==> src/serial2_consts.svh <==
// register indices, field positions, reset values and timing for the serial port
`ifndef SERIAL2_CONSTS_SVH
`define SERIAL2_CONSTS_SVH
// register indices; byte address is four times the index
`define IDX_CTRL 10'h010
`define IDX_CMD 10'h011
`define IDX_DATA 10'h012
`define IDX_IRQ_ST 10'h013
`define IDX_IRQ_MASK 10'h014
// control register fields
`define B_WIRED 23
`define F_RATE 22:20
`define F_INEN 19:16
`define F_RD_SEL 15:14
`define B_BUSY 13
`define B_CPHA 12
`define B_COLL 11
`define B_CPOL 10
`define B_TMO 9
`define B_REQ 8
`define F_BCNT 7:5
`define F_SEL 4:0
`define CTRL_RST 24'h3F00E0
`define CTRL_WMASK 24'hFFD4FF
// interrupt status bits
`define IRQ_DONE 0
`define IRQ_TMO 1
`define IRQ_COLL 2
// clock and timing
`define CLK_KHZ 100000
`define CLK_MHZ 100
`define SCK_KHZ_2048 2048
`define SCK_KHZ_1024 1024
`define SCK_KHZ_512 512
`define SCK_KHZ_128 128
`define SCK_KHZ_32 32
`define TIMEOUT_US 2000
`define MAX_BYTES 3'h5
`define RESP_OKAY 2'h0
`define RESP_SLVERR 2'h2
`endif

==> src/serial2_pkg.sv <==
// types shared by the secondary serial master port
package serial2_pkg;
  typedef enum logic [1:0] {ST_IDLE, ST_SETUP, ST_SHIFT, ST_HOLD} xfer_state_t;
endpackage

==> src/secondary_serial_master_port.sv <==
// secondary serial master port: register file, serial engine and pin drivers
//
// Notes on behaviour
// - wired-or bit selects open-drain outputs
// - clock select field sets serial rate
// - four bits enable the four inputs
// - read channel field picks captured input
// - read-only busy flag while transfer runs
// - phase bit: data on or before edge
// - control, command or data write during transfer sets collision flag
// - polarity bit picks change and valid edges
// - timeout flag set when transfer times out
// - request bit starts, hardware clears when done
// - byte count sets bytes per transfer
// - five enables gate the chip selects
// - command register: sixteen bits, upper reserved
// - data register: three bytes, upper first
// - control resets to 1.024 MHz, all inputs
`timescale 1ns/100ps
`include "serial2_consts.svh"

module secondary_serial_master_port #(
  parameter int unsigned TIMEOUT_CYC = `TIMEOUT_US * `CLK_MHZ
) (
  // clock and reset
  input wire logic mclk,
  input wire logic resetn,
  // axi4-lite write address and data
  input wire logic [11:0] awaddr,
  input wire logic [2:0] awprot,
  input wire logic awvalid,
  output logic awready,
  input wire logic [31:0] wdata,
  input wire logic [3:0] wstrb,
  input wire logic wvalid,
  output logic wready,
  // axi4-lite write response
  output logic [1:0] bresp,
  output logic bvalid,
  input wire logic bready,
  // axi4-lite read
  input wire logic [11:0] araddr,
  input wire logic [2:0] arprot,
  input wire logic arvalid,
  output logic arready,
  output logic [31:0] rdata,
  output logic [1:0] rresp,
  output logic rvalid,
  input wire logic rready,
  // serial pins
  output logic port_serial_clock_o,
  output logic port_serial_clock_oe_n,
  output logic sdo_o,
  output logic sdo_oe_n,
  output logic [4:0] sel_n_o,
  output logic [4:0] sel_oe_n,
  input wire logic [3:0] serial_in,
  // interrupt
  output logic irq
);

  //////////////////////////////////////////////////////////////////////////////
  // helpers

  // byte-lane merge of a write into a 24-bit register
  function automatic logic [23:0] merge(input logic [23:0] old, input logic [31:0] wd,
                                        input logic [3:0] st);
    logic [23:0] res;
    res = old;
    for (int i = 0; i < 3; i++) begin
      if (st[i]) begin
        res[i*8 +: 8] = wd[i*8 +: 8];
      end
    end
    return res;
  endfunction

  // address decode shared by both channels
  function automatic logic idx_hit(input logic [9:0] idx);
    logic hit;
    hit = 1'h0;
    if (idx == `IDX_CTRL) begin
      hit = 1'h1;
    end else if (idx == `IDX_CMD) begin
      hit = 1'h1;
    end else if (idx == `IDX_DATA) begin
      hit = 1'h1;
    end else if (idx == `IDX_IRQ_ST) begin
      hit = 1'h1;
    end else if (idx == `IDX_IRQ_MASK) begin
      hit = 1'h1;
    end
    return hit;
  endfunction

  // half serial-clock period in mclk cycles, rounded down
  function automatic logic [10:0] half_len(input logic [2:0] code);
    logic [10:0] n;
    case (code)
      3'h4: n = 11'(`CLK_KHZ / (2 * `SCK_KHZ_2048));
      3'h3: n = 11'(`CLK_KHZ / (2 * `SCK_KHZ_1024));
      3'h2: n = 11'(`CLK_KHZ / (2 * `SCK_KHZ_512));
      3'h1: n = 11'(`CLK_KHZ / (2 * `SCK_KHZ_128));
      default: n = 11'(`CLK_KHZ / (2 * `SCK_KHZ_32));
    endcase
    return n;
  endfunction

  //////////////////////////////////////////////////////////////////////////////
  // declarations

  logic [23:0] ctrl_r, cmd_r, data_r;
  logic [2:0] irq_st_r, irq_mask_r;
  logic req_r, coll_r, tmo_r;
  logic aw_held_r, w_held_r, bvalid_r, rvalid_r;
  logic [9:0] aw_idx_r;
  logic [31:0] wdata_r, rdata_r, rd_nxt;
  logic [3:0] wstrb_r;
  logic [1:0] bresp_r, rresp_r;
  logic wr_do, wr_port, wr_ok, start, busy, tick, done_p, abort;
  logic [23:0] ctrl_nxt, cmd_nxt;
  serial2_pkg::xfer_state_t state_r;
  logic [10:0] half_cnt_r;
  logic [6:0] edge_r, last_edge_r;
  logic [39:0] tx_r;
  logic [23:0] rx_r;
  logic sck_r, sdo_r;
  logic [4:0] sel_n_r;
  logic [31:0] tmo_cnt_r;
  logic [3:0] si_meta_r, si_sync_r, si_en, in_en;
  logic si_bit;

  //////////////////////////////////////////////////////////////////////////////
  // axi4-lite slave

  assign awready = !aw_held_r;
  assign wready = !w_held_r;
  assign arready = !rvalid_r;
  assign bvalid = bvalid_r;
  assign bresp = bresp_r;
  assign rvalid = rvalid_r;
  assign rdata = rdata_r;
  assign rresp = rresp_r;
  assign wr_do = aw_held_r && w_held_r && !bvalid_r;
  // port registers are locked while a transfer is on the wire
  assign wr_port = wr_do && (aw_idx_r == `IDX_CTRL || aw_idx_r == `IDX_CMD ||
                             aw_idx_r == `IDX_DATA);
  assign wr_ok = wr_port && !busy;

  // address and data are taken in either order, then the write acts once
  always_ff @(posedge mclk or negedge resetn) begin
    if (!resetn) begin
      aw_held_r <= 1'h0;
      w_held_r <= 1'h0;
      aw_idx_r <= '0;
      wdata_r <= '0;
      wstrb_r <= '0;
      bvalid_r <= 1'h0;
      bresp_r <= `RESP_OKAY;
    end else begin
      if (awvalid && !aw_held_r) begin
        aw_held_r <= 1'h1;
        aw_idx_r <= (awaddr[11:10] == 2'h0) ? awaddr[9:0] >> 2 : 10'h3FF;
      end
      if (wvalid && !w_held_r) begin
        w_held_r <= 1'h1;
        wdata_r <= wdata;
        wstrb_r <= wstrb;
      end
      if (wr_do) begin
        aw_held_r <= 1'h0;
        w_held_r <= 1'h0;
        bvalid_r <= 1'h1;
        bresp_r <= idx_hit(aw_idx_r) ? `RESP_OKAY : `RESP_SLVERR;
      end else if (bvalid_r && bready) begin
        bvalid_r <= 1'h0;
      end
    end
  end

  // read view; reserved bits read as zero
  always_comb begin
    rd_nxt = '0;
    if ((araddr[11:2] >> 0) == `IDX_CTRL) begin
      rd_nxt[23:0] = {ctrl_r[23:14], busy, ctrl_r[12], coll_r, ctrl_r[10], tmo_r, req_r,
                      ctrl_r[7:0]};
    end else if (araddr[11:2] == `IDX_CMD) begin
      rd_nxt[23:0] = {8'h00, cmd_r[15:0]};
    end else if (araddr[11:2] == `IDX_DATA) begin
      rd_nxt[23:0] = data_r;
    end else if (araddr[11:2] == `IDX_IRQ_ST) begin
      rd_nxt[2:0] = irq_st_r;
    end else if (araddr[11:2] == `IDX_IRQ_MASK) begin
      rd_nxt[2:0] = irq_mask_r;
    end
  end

  // read answer one cycle after the address is taken
  always_ff @(posedge mclk or negedge resetn) begin
    if (!resetn) begin
      rvalid_r <= 1'h0;
      rdata_r <= '0;
      rresp_r <= `RESP_OKAY;
    end else if (arvalid && !rvalid_r) begin
      rvalid_r <= 1'h1;
      rdata_r <= rd_nxt;
      rresp_r <= idx_hit(araddr[11:2]) ? `RESP_OKAY : `RESP_SLVERR;
    end else if (rvalid_r && rready) begin
      rvalid_r <= 1'h0;
    end
  end

  //////////////////////////////////////////////////////////////////////////////
  // port registers

  assign ctrl_nxt = merge(ctrl_r, wdata_r, wstrb_r);
  assign cmd_nxt = merge(cmd_r, wdata_r, wstrb_r);
  assign start = wr_ok && aw_idx_r == `IDX_CTRL && wstrb_r[1] && ctrl_nxt[`B_REQ];

  // configuration, command and data; capture of read data at the end
  always_ff @(posedge mclk or negedge resetn) begin
    if (!resetn) begin
      ctrl_r <= `CTRL_RST;
      cmd_r <= '0;
      data_r <= '0;
    end else begin
      if (wr_ok && aw_idx_r == `IDX_CTRL) begin
        ctrl_r <= ctrl_nxt & `CTRL_WMASK;
      end
      if (wr_ok && aw_idx_r == `IDX_CMD) begin
        cmd_r <= {8'h00, cmd_nxt[15:0]};
      end
      if (wr_ok && aw_idx_r == `IDX_DATA) begin
        data_r <= merge(data_r, wdata_r, wstrb_r);
      end else if (done_p && in_en[ctrl_r[`F_RD_SEL]]) begin
        data_r <= rx_r;
      end
    end
  end

  // request and flags; a hardware set beats a software clear
  always_ff @(posedge mclk or negedge resetn) begin
    if (!resetn) begin
      req_r <= 1'h0;
      coll_r <= 1'h0;
      tmo_r <= 1'h0;
    end else begin
      if (start) begin
        req_r <= 1'h1;
      end else if (done_p || abort) begin
        req_r <= 1'h0;
      end
      if (wr_port && busy) begin
        coll_r <= 1'h1;
      end else if (wr_ok && aw_idx_r == `IDX_CTRL && wstrb_r[1] && !ctrl_nxt[`B_COLL]) begin
        coll_r <= 1'h0;
      end
      if (abort) begin
        tmo_r <= 1'h1;
      end else if (wr_ok && aw_idx_r == `IDX_CTRL && wstrb_r[1] && !ctrl_nxt[`B_TMO]) begin
        tmo_r <= 1'h0;
      end
    end
  end

  // sticky interrupt status, write one to clear; set wins
  always_ff @(posedge mclk or negedge resetn) begin
    if (!resetn) begin
      irq_st_r <= '0;
      irq_mask_r <= '0;
    end else begin
      irq_st_r <= (irq_st_r & ~((wr_do && aw_idx_r == `IDX_IRQ_ST && wstrb_r[0]) ?
                               wdata_r[2:0] : 3'h0)) |
                  {wr_port && busy, abort, done_p};
      if (wr_do && aw_idx_r == `IDX_IRQ_MASK && wstrb_r[0]) begin
        irq_mask_r <= wdata_r[2:0];
      end
    end
  end

  assign irq = |(irq_st_r & irq_mask_r);

  //////////////////////////////////////////////////////////////////////////////
  // serial inputs: two flops before any use

  for (genvar g = 0; g < 4; g++) begin : g_sync
    always_ff @(posedge mclk or negedge resetn) begin
      if (!resetn) begin
        si_meta_r[g] <= 1'h0;
        si_sync_r[g] <= 1'h0;
      end else begin
        si_meta_r[g] <= serial_in[g];
        si_sync_r[g] <= si_meta_r[g];
      end
    end
  end

  // capture is gated by the enable bit, not by the level on the line
  assign in_en = ctrl_r[`F_INEN];
  assign si_en = si_sync_r & ctrl_r[`F_INEN];
  assign si_bit = si_en[ctrl_r[`F_RD_SEL]];

  //////////////////////////////////////////////////////////////////////////////
  // serial engine

  assign busy = state_r != serial2_pkg::ST_IDLE;
  assign tick = half_cnt_r == 11'h000;
  assign done_p = state_r == serial2_pkg::ST_HOLD && tick;
  assign abort = busy && tmo_cnt_r >= TIMEOUT_CYC;

  // half-period divider; reloads from the rate field
  always_ff @(posedge mclk or negedge resetn) begin
    if (!resetn) begin
      half_cnt_r <= '0;
    end else if (!busy || tick) begin
      // the setup half period already uses the rate written with the request
      half_cnt_r <= half_len(start ? ctrl_nxt[`F_RATE] : ctrl_r[`F_RATE]) - 11'h001;
    end else begin
      half_cnt_r <= half_cnt_r - 11'h001;
    end
  end

  // watchdog on a transfer that never ends
  always_ff @(posedge mclk or negedge resetn) begin
    if (!resetn) begin
      tmo_cnt_r <= '0;
    end else if (!busy) begin
      tmo_cnt_r <= '0;
    end else begin
      tmo_cnt_r <= tmo_cnt_r + 32'h1;
    end
  end

  // select, shift command then data msb first, deselect
  always_ff @(posedge mclk or negedge resetn) begin
    if (!resetn) begin
      state_r <= serial2_pkg::ST_IDLE;
      sck_r <= 1'h0;
      sdo_r <= 1'h0;
      sel_n_r <= 5'h1F;
      tx_r <= '0;
      rx_r <= '0;
      edge_r <= '0;
      last_edge_r <= '0;
    end else if (abort) begin
      state_r <= serial2_pkg::ST_IDLE;
      sel_n_r <= 5'h1F;
      sck_r <= ctrl_r[`B_CPOL];
    end else begin
      case (state_r)
        serial2_pkg::ST_IDLE: begin
          sck_r <= ctrl_r[`B_CPOL];
          if (start) begin
            state_r <= serial2_pkg::ST_SETUP;
            // idle level follows the polarity written with the request
            sck_r <= ctrl_nxt[`B_CPOL];
            sel_n_r <= ~ctrl_nxt[`F_SEL];
            // first bit is out before the first edge; later bits follow the change edge
            sdo_r <= cmd_r[15];
            // phase 1 presents the msb again on the first change edge, so keep it queued
            tx_r <= ctrl_nxt[`B_CPHA] ? {cmd_r[15:0], data_r} :
                    {cmd_r[14:0], data_r, 1'h0};
            edge_r <= '0;
            if (ctrl_nxt[`F_BCNT] == 3'h0) begin
              last_edge_r <= 7'h0F;
            end else if (ctrl_nxt[`F_BCNT] > `MAX_BYTES) begin
              last_edge_r <= 7'h4F;
            end else begin
              last_edge_r <= {ctrl_nxt[`F_BCNT], 4'h0} - 7'h01;
            end
          end
        end
        serial2_pkg::ST_SETUP: begin
          if (tick) begin
            state_r <= serial2_pkg::ST_SHIFT;
          end
        end
        serial2_pkg::ST_SHIFT: begin
          if (tick) begin
            sck_r <= ~sck_r;
            edge_r <= edge_r + 7'h01;
            if (edge_r[0] == ctrl_r[`B_CPHA]) begin
              rx_r <= {rx_r[22:0], si_bit};
            end else if (edge_r != last_edge_r) begin
              sdo_r <= ctrl_r[`B_CPHA] ? tx_r[39] : tx_r[39];
              tx_r <= {tx_r[38:0], 1'h0};
            end
            if (ctrl_r[`B_CPHA] && edge_r == 7'h00) begin
              sdo_r <= cmd_r[15];
            end
            if (edge_r == last_edge_r) begin
              state_r <= serial2_pkg::ST_HOLD;
            end
          end
        end
        serial2_pkg::ST_HOLD: begin
          if (tick) begin
            sel_n_r <= 5'h1F;
            state_r <= serial2_pkg::ST_IDLE;
          end
        end
        default: state_r <= serial2_pkg::ST_IDLE;
      endcase
    end
  end

  //////////////////////////////////////////////////////////////////////////////
  // pin drivers: open drain only pulls low, enables are active low

  assign port_serial_clock_o = ctrl_r[`B_WIRED] ? 1'h0 : sck_r;
  assign port_serial_clock_oe_n = ctrl_r[`B_WIRED] ? sck_r : 1'h0;
  assign sdo_o = ctrl_r[`B_WIRED] ? 1'h0 : sdo_r;
  assign sdo_oe_n = ctrl_r[`B_WIRED] ? sdo_r : 1'h0;
  assign sel_n_o = ctrl_r[`B_WIRED] ? 5'h00 : sel_n_r;
  assign sel_oe_n = ctrl_r[`B_WIRED] ? sel_n_r : 5'h00;
endmodule

==> config.mk <==
export PLATFORM = sky130hd
export DESIGN_NAME = secondary_serial_master_port
export DESIGN_NICKNAME = d
export VERILOG_FILES = /design/src/serial2_pkg.sv /design/src/secondary_serial_master_port.sv
export VERILOG_INCLUDE_DIRS = /design/src
export SDC_FILE = /design/constraint.sdc
export NUM_CORES = 1
export LEC_CHECK = 0
export ABC_AREA = 1
export CAP_MARGIN = 10
export CORE_ASPECT_RATIO = 0.5
export CORE_UTILIZATION = 30
export DETAILED_ROUTE_END_ITERATION = 16
export DONT_BUFFER_PORTS = 1
export GPL_TIMING_DRIVEN = 0
export SETUP_SLACK_MARGIN = 0.1
export SLEW_MARGIN = 20
export SYNTH_ARGS = -nofsm -noshare
export SYNTH_HDL_FRONTEND = slang
export SYNTH_SLANG_ARGS = --single-unit
==> constraint.sdc <==
create_clock -name mclk -period 3.09 [get_ports mclk]
set_input_delay 0.927 -clock mclk [delete_from_list [all_inputs] [get_ports mclk]]
set_output_delay 0.927 -clock mclk [all_outputs]
set_load 0.02 [all_outputs]
Word level (Yosys, flattened, before mapping)
Index checks and enable logic that the tools add are counted.
Widths: inputs -> output; s select.
{"block": "word_totals", "input_bits": 77, "register_bits": 276, "elab_cells": 251}
{"block": "classes", "n_eq_ne": 34, "bitwise": 8, "order_cmp": 3, "mux": 91, "addsub": 5, "n_reduce_logical": 69}
{"op": "$mux 40", "n": 5}
{"op": "$eq 10x5->1 const B", "n": 10}
{"op": "$mux 24", "n": 4}
{"op": "$pmux 40 s2", "n": 1}
{"op": "$pmux 11 s4", "n": 1}
{"op": "$mux 1", "n": 40}
{"op": "$mux 7", "n": 5}
{"op": "$add 32x1->32 const B", "n": 1}
{"op": "$ge 32x18->1 const B", "n": 1}
{"op": "$mux 32", "n": 1}
{"op": "$mux 8", "n": 4}
{"op": "$mux 5", "n": 6}
{"op": "$logic_and 1x1->1", "n": 25}
{"op": "$mux 11", "n": 2}
{"op": "$sub 11x1->11 const B", "n": 2}
{"op": "$mux 21", "n": 1}
{"op": "$ne 3x3->1 const B", "n": 7}
{"op": "$reduce_bool 2->1", "n": 10}
{"op": "$mux 2", "n": 8}
{"op": "$reduce_and 2->1", "n": 8}
{"op": "$mux 3", "n": 5}
{"op": "$ne 2x2->1 const B", "n": 7}
{"op": "$pmux 7 s2", "n": 1}
{"op": "$reduce_and 6->1", "n": 2}
{"op": "34 further kinds", "n": 53}

Depth between registers and ports, before layout
Gate-level depths: netlist (run 1).
{"block": "depth", "depth_word": 14, "mapped_depth": 22}

Worst setup path before layout (run 1)
Ideal clock, no wire load.
{"block": "synth_path", "path_kind": "flip-flop to flip-flop", "start": "register bvalid_r, in the netlist bvalid", "end": "register half_cnt_r[10]", "n_path_buf": 0, "period_less_slack_ns": 2.653, "arrival_ns": 2.540, "setup_slack_ns": 0.437, "required_time_ns": 2.977, "path_stages_with_launch": 18, "path_cell_list": "dfrtp_1 nor2_2 o2111ai_4 nor2_4 nand4_4 nand2_2 nand2_2 nand4_1 o21ai_1 inv_1 ha_1 nand3_1 nor2_2 nand2_1 nor2_1 nand3_1 nand2_1 inv_1"}
{"block": "synth_between", "elab_chain_len": 13, "word_cells_on_any_way": 16, "cone_classes": "add/sub (1); eq/ne (4); mux (4); reduce/logical (7)"}
{"item": "start, declared", "line": "secondary_serial_master_port.sv:115", "source": "logic aw_held_r, w_held_r, bvalid_r, rvalid_r;"}
{"item": "start signal, assigned", "line": "secondary_serial_master_port.sv:158", "source": "bvalid_r <= 1'h0;"}
{"item": "start signal, assigned", "line": "secondary_serial_master_port.sv:173", "source": "bvalid_r <= 1'h1;"}
{"item": "start signal, assigned", "line": "secondary_serial_master_port.sv:176", "source": "bvalid_r <= 1'h0;"}
{"item": "$logic_not 1->1 *", "line": "secondary_serial_master_port.sv:144", "source": "assign wr_do = aw_held_r && w_held_r && !bvalid_r;"}
{"item": "$logic_and 1x1->1 *", "line": "secondary_serial_master_port.sv:144"}
{"item": "$logic_and 1x1->1 *", "line": "secondary_serial_master_port.sv:146", "source": "assign wr_port = wr_do && (aw_idx_r == `IDX_CTRL || aw_idx_r == `IDX_CMD ||"}
{"item": "$logic_and 1x1->1 *", "line": "secondary_serial_master_port.sv:148", "source": "assign wr_ok = wr_port && !busy;"}
{"item": "$logic_and 1x1->1 (no source line) *"}
{"item": "$logic_and 1x1->1 * (2 in series)", "line": "secondary_serial_master_port.sv:218", "source": "assign start = wr_ok && aw_idx_r == `IDX_CTRL && wstrb_r[1] && ctrl_nxt[`B_REQ];"}
{"item": "$mux 3 *", "line": "secondary_serial_master_port.sv:317", "source": "half_cnt_r <= half_len(start ? ctrl_nxt[`F_RATE] : ctrl_r[`F_RATE]) - 11'h001;"}
{"item": "$eq 3x1->1, or another cell as far along", "line": "secondary_serial_master_port.sv:99", "source": "case (code)"}
{"item": "$pmux 11 s4 *", "line": "secondary_serial_master_port.sv:99"}
{"item": "$mux 11 *", "line": "secondary_serial_master_port.sv:315", "source": "end else if (!busy || tick) begin"}
{"item": "$sub 11x1->11 *", "line": "secondary_serial_master_port.sv:317"}
{"item": "$mux 11 *", "line": "secondary_serial_master_port.sv:315"}
{"item": "end signal, assigned", "line": "secondary_serial_master_port.sv:317"}
{"item": "end signal, assigned", "line": "secondary_serial_master_port.sv:319", "source": "half_cnt_r <= half_cnt_r - 11'h001;"}
{"item": "end, declared", "line": "secondary_serial_master_port.sv:123", "source": "logic [10:0] half_cnt_r;"}
Mark *: on every way between the ends. The rest lies on a longest branch, timed or not. The select of a mux whose other input is x is not followed.
A chain may end at the register's enable or synchronous reset.

Final worst setup path (run 1)
{"block": "layout_path", "start": "register aw_idx_r[6]", "end": "register half_cnt_r[10]"}
{"block": "layout_between", "elab_chain_len": 14, "word_cells_on_any_way": 19, "cone_classes": "add/sub (1); eq/ne (7); mux (4); reduce/logical (7)"}
{"item": "start, declared", "line": "secondary_serial_master_port.sv:116", "source": "logic [9:0] aw_idx_r;"}
{"item": "start signal, assigned", "line": "secondary_serial_master_port.sv:163", "source": "aw_idx_r <= (awaddr[11:10] == 2'h0) ? awaddr[9:0] >> 2 : 10'h3FF;"}
{"item": "$eq 10x5->1 (no source line)"}
{"item": "$logic_or 1x1->1 (no source line) (2 in series)"}
{"item": "$logic_and 1x1->1", "line": "secondary_serial_master_port.sv:146"}
{"item": "$logic_and 1x1->1", "line": "secondary_serial_master_port.sv:148"}
{"item": "$logic_and 1x1->1 (no source line) *"}
{"item": "$logic_and 1x1->1 * (2 in series)", "line": "secondary_serial_master_port.sv:218"}
{"item": "$mux 3 *", "line": "secondary_serial_master_port.sv:317"}
{"item": "$eq 3x1->1, or another cell as far along", "line": "secondary_serial_master_port.sv:99"}
{"item": "$pmux 11 s4 *", "line": "secondary_serial_master_port.sv:99"}
{"item": "$mux 11 *", "line": "secondary_serial_master_port.sv:315"}
{"item": "$sub 11x1->11 *", "line": "secondary_serial_master_port.sv:317"}
{"item": "$mux 11 *", "line": "secondary_serial_master_port.sv:315"}
Marks and branches as above.

==> results of run 1 <==
==> sequential cells by signal, indices dropped and copies added (netlist names), 3 cells and up <==
| register | flops |
|---|---|
| aw_idx_r | 9 |
| cmd_r | 16 |
| ctrl_r | 20 |
| data_r | 24 |
| edge_r | 7 |
| half_cnt_r | 11 |
| irq_mask_r | 3 |
| irq_st_r | 3 |
| last_edge_r | 4 |
| rdata | 24 |
| rx_r | 24 |
| sel_n_r | 5 |
| si_meta_r | 4 |
| si_sync_r | 4 |
| tmo_cnt_r | 32 |
| tx_r | 40 |
| wdata_r | 24 |
| wstrb_r | 3 |
==> power by group <==
part | total, uW | leakage [uW] | internal, uW | switching [uW]
logic | 1420 | 0.00266 | 314 | 1110
clock network | 3430 | 0.000446 | 1940 | 1490
registers | 3980 | 0.00355 | 3820 | 162
==> cell type report <==
type                            count  share of cell area
Tap cell                          588             0.04787
Antenna cell                        1           0.0001628
Inverter                          212             0.05202
Multi-Input combinational cell   1080              0.3654
Timing Repair Buffer               25             0.01303
Clock buffer                       40             0.05104
Clock inverter                     10            0.007896
Buffer                             75             0.02190
Sequential cell                   270              0.4407
==> cell families after synthesis <==
group | after synthesis | synth area share
buf+inv | 287 | 0.08424
xor+xnor | 8 | 0.005236
compound gates | 370 | 0.1574
fa+ha+maj | 13 | 0.01215
flops | 270 | 0.5062
simple gates | 642 | 0.2067
other cells | 1 | 0.0002802
mux | 37 | 0.02786
==> worst max path at each step <==
stage	start	depth (start not counted)	end
global route	aw_idx_r[6]	21	half_cnt_r[10]
finish	aw_idx_r[6]	22	half_cnt_r[10]
floorplan	bvalid	17	half_cnt_r[10]
CTS	aw_idx_r[7]	21	half_cnt_r[10]
global placement	half_cnt_r[3]	19	half_cnt_r[10]
detailed placement	half_cnt_r[3]	19	half_cnt_r[10]
==> routing by layer <==
metal / track usage / up-vias / share of wire
li1: - / 5466 / -
met1: 0.2202 / 5460 / 0.45
met2: 0.2838 / 246 / 0.47
met3: 0.02653 / 74 / 0.051
met4: 0.04822 / 4 / 0.028
met5: 0 / - / 0.00068
==> cells in the final DEF, fill, tap and decap left out, drive strengths merged, types with 2 or more instances in the layout <==
master / n
a211oi: 6
a21oi: 65
a22oi: 4
a31oi: 4
buf: 48
bufinv: 2
clkbuf: 92
clkinv: 7
clkinvlp: 2
conb: 10
dfrtp: 256
dfstp: 14
ha: 13
inv: 211
mux2: 2
mux2i: 35
nand2: 416
nand3: 38
nand4: 23
nor2: 121
nor3: 30
nor4: 10
o2111ai: 3
o211ai: 29
o21ai: 211
o221ai: 10
o22ai: 21
o311ai: 2
o31ai: 8
or2: 3
xnor2: 3
xor2: 5
==> repair_timing <==
action	4_1_cts	5_1_grt
setup endpoints to repair	21	70
setup buffers	12	13
hold buffers	0	0
resized for setup	16	23
gates cloned	0	0
pin swaps	8	17
==> metrics by stage <==
step / setup WS [ns] / utilization / power, uW / std cells
finish: 0.1534 / 0.3511 / 8826 / 2301
global route: -0.05867 / 0.3510 / 9186 / 2300
CTS: 0.1045 / 0.3473 / 8874 / 2287
detailed placement: -0.4518 / 0.3232 / 5413 / 2225
global placement: -0.4223 / 0.3232 / 5375 / 2225
floorplan: 0.4374 / - / 4919 / 1637
==> synthesized netlist by cell type (2+ instances only) <==
| library cell | n | area, um^2 |
|---|---|---|
| nand2_1 | 408 | 1531 |
| dfrtp_1 | 256 | 6406 |
| inv_1 | 204 | 765.7 |
| o21ai_0 | 195 | 975.9 |
| nor2_1 | 104 | 390.4 |
| a21oi_1 | 65 | 325.3 |
| clkbuf_1 | 52 | 195.2 |
| mux2i_1 | 35 | 350.3 |
| nand3_1 | 33 | 165.2 |
| o211ai_1 | 29 | 217.7 |
| nor3_1 | 27 | 135.1 |
| o22ai_1 | 21 | 131.4 |
| nand4_1 | 20 | 125.1 |
| o21ai_1 | 16 | 80.08 |
| dfstp_2 | 14 | 367.9 |
| ha_1 | 13 | 162.7 |
| buf_4 | 11 | 82.58 |
| nor2_2 | 10 | 62.56 |
| o221ai_1 | 10 | 87.58 |
| nor4_1 | 9 | 56.30 |
| nand2_2 | 8 | 50.05 |
| o31ai_1 | 8 | 60.06 |
| buf_2 | 7 | 35.03 |
| nor2_4 | 7 | 78.83 |
| a211oi_1 | 6 | 45.04 |
| buf_1 | 5 | 18.77 |
| nand3_2 | 5 | 50.05 |
| xor2_1 | 5 | 43.79 |
| a22oi_1 | 4 | 30.03 |
| a31oi_1 | 4 | 25.02 |
| clkinv_1 | 4 | 15.01 |
| inv_2 | 4 | 15.01 |
| or2_2 | 3 | 18.77 |
| xnor2_1 | 3 | 26.28 |
| mux2_2 | 2 | 22.52 |
| nand4_2 | 2 | 25.02 |
| nor3_2 | 2 | 20.02 |
| o2111ai_1 | 2 | 17.52 |
| o311ai_0 | 2 | 17.52 |
==> impl_metrics.toml, run 1 <==
[critical_path]
critical-path-top-delay-family = "simple AND/OR/NAND/NOR gates"
r2r_setup_slack_ns = 0.15
cpMaxStageDelayCell = "dfrtp_1"
critPathMaxStageDelay_ns = 0.40
r2r_cells = 22
worst_path_most_repeated_cell = "nand2_1"
arrival_ns = 3.45
crit_fanout = 7
crit_chain = "nor2_1 > nand2_1 > nor2_4 > o2111ai_4 > buf_12 > nor2_4 > nand4_4 > nand2_2 > nand2_4 > o21ai_2 > nand2_2 > nand2_2 > nand2_1 > inv_1 > ha_2 > nand3_2 > nor2_4 > buf_4 > nand4_1 > nand2_1 > nand2_1 > inv_1"
cp_data_required_time_ns = 3.60
reg2reg_from = "aw_idx_r[6]"
critical_path.startpoint_type = "register"
critical_path_class = "register to register"
cp_num_buf_inv = 4
end_kind = "register"
rr_endpoint = "half_cnt_r[10]"

[final_layout]
synthToLayoutAreaGrowth_pct = 14.85
final_area_um2 = 15370
nNetsFinal = 1781
drive_gt1_frac = 0.1034
multi_input_area_um2 = 5615
fillers = 4570
seqCellArea_um2 = 6774

[sta]
max_slew.worst_pin.slew_ns = 1.123
setup_viol = 0
setup-tns-final_ns = 0
maxSlewViolCount = 0
rsz0062_at_grt = "yes"
finalCriticalPeriod_ns = 2.937
finalCritPeriodShare = 0.9504
whs_ns = 0.08735
finClkSkew_ns = 0.02289
hold_viol = 0
fmaxAchievable_mhz = 340.5
slew-limit-headroom = 0.2514

[die]
die-width_um = 300.7
die_area_um2 = 45510
ios = 133
die_h_um = 151.4
start_util = 0.3057
row_count = 54
core_um2 = 43780

[detailed_routing]
drtPass1Iterations = 8
via_per_inst = 4.889
vias = 11250
drc_errors = 0
wl_mm = 37.99
drt_iter0_drc = 820
ant_nets = 0
wire_per_inst_um = 16.51

[yosys]
syn_avg_cell_area_um2 = 8.220
synth_seq_cells = 270
synth-edff-count = 0
seq_area_frac_synth = 0.5062
syn-instance-count = 1628
synth_area_um2 = 13380
synth.distinct_cells = 52
ys_warn_count = 0
synth-async-reset-ratio = 1.000
synthFlopType = "dfrtp_1"

[clock_network]
clockRootBuffer = "clkbuf_16"
clk_latency_ns = 0.58
clkSlewWorstSetupHoldPaths_ns = 0.07
clock-sinks = 270
numCtsBuffers = 27
clockBufferDepth = 3
cts_tree = "yes"
htreeDepth = 1

[outcome]
outcome = "finished clean"

[grt]
grt_max_degree = 271
grt-ovfl-total = 0
antenna_found_initial = 3
grtUsageTotal = 0.1670
grt_pass1_wl_mm = 59.71
grt_pass1_vias = 10690

[power]
p_leak_uw = 0.006652
vdd_ir_drop_max_mv = 0.3884
p_per_area_nw_per_um2 = 574.2

[place]
port_buffers = 0
routabilityCongestion = 0.9070
placed_cell_area_um2 = 14150
hpwl_mm = 27.40

[job]
maxCapViolations = 0

[worst_hold_path]
hold_path.class = "primary input to asynchronous set/reset pin"
Power figures use the tool's default switching activity.
==> inputs of run 2 (changes only) <==
--- a/config.mk
+++ b/config.mk
@@ -8,11 +8,14 @@
 export LEC_CHECK = 0
 export ABC_AREA = 1
 export CAP_MARGIN = 10
-export CORE_ASPECT_RATIO = 0.5
+export CELL_PAD_IN_SITES_DETAIL_PLACEMENT = 0
+export CELL_PAD_IN_SITES_GLOBAL_PLACEMENT = 2
+export CORE_ASPECT_RATIO = 0.8
 export CORE_UTILIZATION = 30
 export DETAILED_ROUTE_END_ITERATION = 16
 export DONT_BUFFER_PORTS = 1
 export GPL_TIMING_DRIVEN = 0
+export PLACE_DENSITY_LB_ADDON = 0.1
 export SETUP_SLACK_MARGIN = 0.1
 export SLEW_MARGIN = 20
 export SYNTH_ARGS = -nofsm -noshare
==> constraint.sdc (replaced) <==
create_clock -name mclk -period 3.4 [get_ports mclk]
set_input_delay 1.02 -clock mclk [delete_from_list [all_inputs] [get_ports mclk]]
set_output_delay 1.02 -clock mclk [all_outputs]
set_load 0.02 [all_outputs]
==> run 2 against run 1 <==
Against the previous run: utilization increased by 0.34 points; hold slack improved by 0.12 ns; global-route usage increased by 2.8 points; die area decreased by 0.10%; clock skew decreased by 0.0088 ns; first-iteration DRC count decreased by 15%; sequential cell count unchanged; largest power group is now the clock network.
==> impl_metrics.toml, run 2 (same netlist as run 1, synthesis figures left out) <==
[worst_hold_path]
hold_path.class = "primary input to asynchronous set/reset pin"

[die]
ios = 133
core_um2 = 43560
start_util = 0.3072
die_h_um = 190.9
die_area_um2 = 45460
row_count = 68
die-width_um = 238.1

[power]
vdd_ir_drop_max_mv = 0.2950
clockPowerShare = 0.433
p_per_area_nw_per_um2 = 557.8
p_sw_frac = 0.2993
p_sw_uw = 2578
seq_power_share = 0.419
power_frac_comb = 0.148
cell_internal_pwr_uw = 6036
p_leak_uw = 0.006659

[final_layout]
largest_reg_flops = 40
nNetsFinal = 1774
diodes = 0
fin_util = 0.3545
final_area_um2 = 15440
reg.largest.list = "tx_r x40, tmo_cnt_r x32"
final_cell_mix = "nand2_1 (407), dfrtp_1 (256), inv_1 (201)"
synthToLayoutAreaGrowth_pct = 15.39
layout_commonest_cell = "nand2_1"
fillers = 4634
drive_gt1_frac = 0.09075
top_register = "tx_r"

[critical_path]
critPathMaxStageDelay_ns = 0.55
cp_data_required_time_ns = 2.38
worst_path_most_repeated_cell = "clkbuf_1"
crit_chain = "clkbuf_1 > clkbuf_1 > nand2_1 > inv_1"
crit_fanout = 10
critical_path.startpoint_type = "register"
cpMaxStageDelayCell = "clkbuf_1"
critical_path_class = "register to output port"
arrival_ns = 2.10
end_kind = "output port"

[grt]
grt_pass1_wl_mm = 66.77
grt-ovfl-total = 0
grtUsageTotal = 0.1948
grt_max_degree = 271
antenna_found_initial = 1
grt_pass1_vias = 10635

[detailed_routing]
ant_nets = 0
drc_errors = 0
drtPass1Iterations = 5
wl_mm = 43.53
via_per_inst = 4.757
vias = 10955
drt_iter0_drc = 696
wire_per_inst_um = 18.90

[job]
maxCapViolations = 0

[clock_network]
clock-sinks = 270
cts_tree = "yes"
clockBufferDepth = 3
clockRootBuffer = "clkbuf_16"
clkSlewWorstSetupHoldPaths_ns = 0.06
numCtsBuffers = 34
clk_latency_ns = 0.52
htreeDepth = 2

[sta]
finalCritPeriodShare = 0.9174
rsz0062_at_grt = "no"
max_slew.worst_pin.slew_ns = 0.8842
maxSlewViolCount = 0
fin_ws_ns = 0.2808
slew-limit-headroom = 0.4105
setup_viol = 0
finClkSkew_ns = 0.01413
fmaxAchievable_mhz = 320.6
hold_viol = 0
finalCriticalPeriod_ns = 3.119

[outcome]
outcome = "finished clean"

[place]
routabilityCongestion = 0.8319
port_buffers = 0
placed_cell_area_um2 = 14160
dp_slack_ns = -0.4589
hpwl_mm = 32.52
## run 2: cell types whose count changed in the layout (fill, tap and decap cells not counted), moves of 2 or more
cell and change:
inv_2 -3, nor2_1 +3, nand2_1 +5, clkbuf_2 -2, nand2_2 -4, clkbuf_16 +8
o21ai_1 +2, clkbuf_1 +5, o21ai_2 -2, nor2_2 -3, clkbuf_8 -2, buf_4 -13
bufinv_16 +2
## run 2: critical path: cells and delay by family, from the launching register on
family        cells  cell delay, ns
buf+inv           3            1.14
flops             1            0.32
simple gates      1            0.09
## run 2: layer usage
| layer | up-vias | track usage | routed length, um |
|---|---|---|---|
| met2 | 206 | 0.2693 | 17440 |
| met4 | 2 | 0.04290 | 666 |
| met1 | 5227 | 0.3066 | 23350 |
| met3 | 48 | 0.03769 | 2062 |
| met5 | - | 0 | 17 |
| li1 | 5472 | - | - |
## run 2: repair_timing
item,CTS,global route
hold buffers,0,0
buffers inserted,4,7
pin swaps,1,7
setup endpoints to repair,8,25
gates resized for setup,6,13
## run 2: final cells by class
class	count	area, um^2	share of cell area
timing repair buffer	11	82.58	0.005348
multi-input combinational	1080	5569	0.3606
clock buffer	49	968.4	0.06271
clock inverter	11	166.4	0.01078
sequential	270	6774	0.4387
buffer	75	334.1	0.02163
inverter	212	803.3	0.05202
tap	595	744.5	0.04821
## run 2: power by group through the flow
stage	Sequential, uW	Clock, uW	Combinational [uW]
finish	3610	3730	1270
global route	3640	3990	1440
detailed placement	3660	0	1290
floorplan	3630	0	838
global placement	3660	0	1270
CTS	3610	3870	1300
## run 2: final timing paths
kind,start,endpoint,slack (ns),depth (start not counted)
hold reg to reg,si_meta_r[2],si_sync_r[2],0.35,0
setup reg to reg,half_cnt_r[7],data_r[3],0.35,8
min in group mclk,si_meta_r[2],si_sync_r[2],0.35,0
setup / recovery,ctrl_r[23],sel_oe_n[1],0.28,4
max in group asynchronous,resetn,sel_n_r[4],2.74,0
hold / removal,resetn,rdata[0],0.21,0
## run 2: through the flow
step | TNS, ns | hold WS [ns] | cells | power (uW)
global placement | -1.570 | 0.3356 | 2232 | 4927
floorplan | 0 | 0.3312 | 1637 | 4470
detailed placement | -1.444 | 0.3347 | 2232 | 4958
global route | 0 | 0.1751 | 2303 | 9061
finish | 0 | 0.2064 | 2303 | 8614
CTS | 0 | 0.1816 | 2296 | 8777
==> inputs of run 3 (changes only) <==
--- a/config.mk
+++ b/config.mk
@@ -17,7 +17,7 @@
 export GPL_TIMING_DRIVEN = 0
 export PLACE_DENSITY_LB_ADDON = 0.1
 export SETUP_SLACK_MARGIN = 0.1
-export SLEW_MARGIN = 20
+export SLEW_MARGIN = 10
 export SYNTH_ARGS = -nofsm -noshare
 export SYNTH_HDL_FRONTEND = slang
 export SYNTH_SLANG_ARGS = --single-unit
==> constraint.sdc (replaced) <==
create_clock -name mclk -period 4 [get_ports mclk]
set_input_delay 1.2 -clock mclk [delete_from_list [all_inputs] [get_ports mclk]]
set_output_delay 1.2 -clock mclk [all_outputs]
set_load 0.02 [all_outputs]
==> run 3 against run 2 <==
Against the previous run: non-clock buffer count fell by 11; clock skew barely moved; routed wire length fell by 0.48%; register-to-register slack improved by 0.20 ns; critical path type is now register to register; sequential power fell by 15%; largest power group unchanged; setup slack improved by 0.27 ns; highest routed layer unchanged; hold slack improved by 0.14 ns; sequential cell count did not move; sequential share of layout area rose by 0.41 points.
==> impl_metrics.toml, run 3 (same netlist as run 1, synthesis figures left out) <==
[sta]
fin_ws_ns = 0.5543
rsz0062_at_grt = "no"
finClkSkew_ns = 0.01436
finalCriticalPeriod_ns = 3.446
max_slew.worst_pin.slew_ns = 0.8860
slew-limit-headroom = 0.4094
setup_viol = 0
fmaxAchievable_mhz = 290.2
hold_viol = 0
setup-tns-final_ns = 0
maxSlewViolCount = 0
finalCritPeriodShare = 0.8614

[final_layout]
drive_gt1_frac = 0.07778
fin_util = 0.3512
reg.largest.list = "tx_r x40, tmo_cnt_r x32"
top_register = "tx_r"
finalNonFillerCells = 2292
final_cell_mix = "nand2_1 (408), dfrtp_1 (256), inv_1 (204)"
nNetsFinal = 1763
diodes = 0
largest_reg_flops = 40
synthToLayoutAreaGrowth_pct = 14.31
layout_commonest_cell = "nand2_1"
fillers = 4645

[clock_network]
clock-sinks = 270
cts_tree = "yes"
clockRootBuffer = "clkbuf_16"
clockBufferDepth = 3
hold_buffers = 0
clk_latency_ns = 0.52
postCtsSetupBuffers = 0
htreeDepth = 2
numCtsBuffers = 34
clkSlewWorstSetupHoldPaths_ns = 0.06
cts.repair.resized = 0

[worst_hold_path]
worstHoldEndpoint = "si_sync_r[2]"
hp-start = "si_meta_r[2]"
hold_depth = 0
hold_path.class = "register to register"

[grt]
grt-ovfl-total = 0
grtUsageTotal = 0.1948
antenna_found_initial = 1
grt_max_degree = 271
grt_pass1_vias = 10638
grt_pass1_wl_mm = 66.79

[detailed_routing]
wl_mm = 43.32
drt_iter0_drc = 709
via_per_inst = 4.754
ant_nets = 0
vias = 10896
drc_errors = 0
wire_per_inst_um = 18.90
drtPass1Iterations = 5

[critical_path]
reg2reg_from = "half_cnt_r[2]"
rr_endpoint = "half_cnt_r[10]"
crit_fanout = 10
critical_path.startpoint_type = "register"
crit_chain = "nor2_1 > nand3_1 > inv_1 > nand3_1 > inv_1 > nor2_2 > inv_1 > buf_2 > nand4_1 > o21ai_1 > inv_1 > ha_1 > nand3_1 > nor2_2 > nand2_1 > nor2_1 > nand3_1 > nand2_1 > inv_1"
critPathMaxStageDelay_ns = 0.48
arrival_ns = 3.87
cp_data_required_time_ns = 4.42
cp_num_buf_inv = 6
r2r_cells = 19
end_kind = "register"
r2r_setup_slack_ns = 0.55
critical-path-top-delay-family = "simple AND/OR/NAND/NOR gates"
worst_path_most_repeated_cell = "inv_1"
cpMaxStageDelayCell = "nor2_2"
critical_path_class = "register to register"

[power]
vdd_ir_drop_max_mv = 0.2699
p_per_area_nw_per_um2 = 478.7
power_uw = 7324
p_leak_uw = 0.006601

[die]
ios = 133
core_um2 = 43560
row_count = 68
start_util = 0.3072
die-width_um = 238.1
die_area_um2 = 45460
die_h_um = 190.9

[place]
routabilityCongestion = 0.8319
dp_slack_ns = 0.1411
port_buffers = 0
dp.cells = 2232
hpwl_mm = 32.52

[outcome]
outcome = "finished clean"

[job]
maxCapViolations = 0
-- run 3: cell count changes in the layout (fill, tap and decap cells not counted), moves of 3 or more --
| cell | change |
|---|---|
| buf_4 | -11 |
| inv_1 | +3 |
| nor2_2 | +3 |
| nor2_4 | -3 |
-- run 3: power breakdown --
group,internal (uW),switching (uW),leakage [uW]
Clock,1950,1230,0.000557
Sequential,2950,114,0.00355
Combinational,232,849,0.00250
Total,5130,2200,0.00660
-- run 3: per-layer routing --
layer | vias up | GRT usage | share of wire
met4 | 2 | 0.04290 | 0.016
met2 | 195 | 0.2697 | 0.40
li1 | 5447 | - | -
met3 | 47 | 0.03769 | 0.049
met5 | - | 0 | 0.00039
met1 | 5205 | 0.3062 | 0.54
-- run 3: worst max path at each step --
stage / startpoint / endpoint / slack (ns) / cells after the start
final: half_cnt_r[2] / half_cnt_r[10] / 0.55 / 19
after global routing: half_cnt_r[1] / half_cnt_r[10] / 0.19 / 19
after CTS: half_cnt_r[2] / half_cnt_r[10] / 0.12 / 19
after detailed placement: half_cnt_r[2] / half_cnt_r[10] / 0.14 / 19
after global placement: half_cnt_r[3] / half_cnt_r[10] / 0.10 / 19
after floorplan: araddr[7] / rdata[12] / 1.28 / 6
-- run 3: final cells by class --
class                   instances  area (um^2)  share of cell area
clock buffers                  49        968.4             0.06330
multi-input cells            1080         5518              0.3607
well taps                     595        744.5             0.04866
inverters                     212        795.8             0.05202
plain buffers                  75        331.6             0.02167
flip-flops and latches        270         6774              0.4428
clock inverters                11        166.4             0.01088
-- run 3: per-stage QoR --
| stage | instance area [um^2] | hold WS, ns |
|---|---|---|
| 6_report | 15300 | 0.3460 |
| 5_1_grt | 15300 | 0.3494 |
| 4_1_cts | 15300 | 0.3483 |
| 3_5_place_dp | 14160 | 0.3347 |
| 3_3_place_gp | 14160 | 0.3356 |
| 2_1_floorplan | 13420 | 0.3312 |
-- run 3: worst reg2reg max path: stages (launching register included) --
cell     delay [ns]
dfrtp_1        0.36
nor2_1         0.05
nand3_1        0.06
inv_1          0.05
nand3_1        0.33
inv_1          0.16
nor2_2         0.48
inv_1          0.17
buf_2          0.22
nand4_1        0.18
o21ai_1        0.16
inv_1          0.20
ha_1           0.23
nand3_1        0.14
nor2_2         0.17
nand2_1        0.13
nor2_1         0.11
nand3_1        0.07
nand2_1        0.07
inv_1          0.03
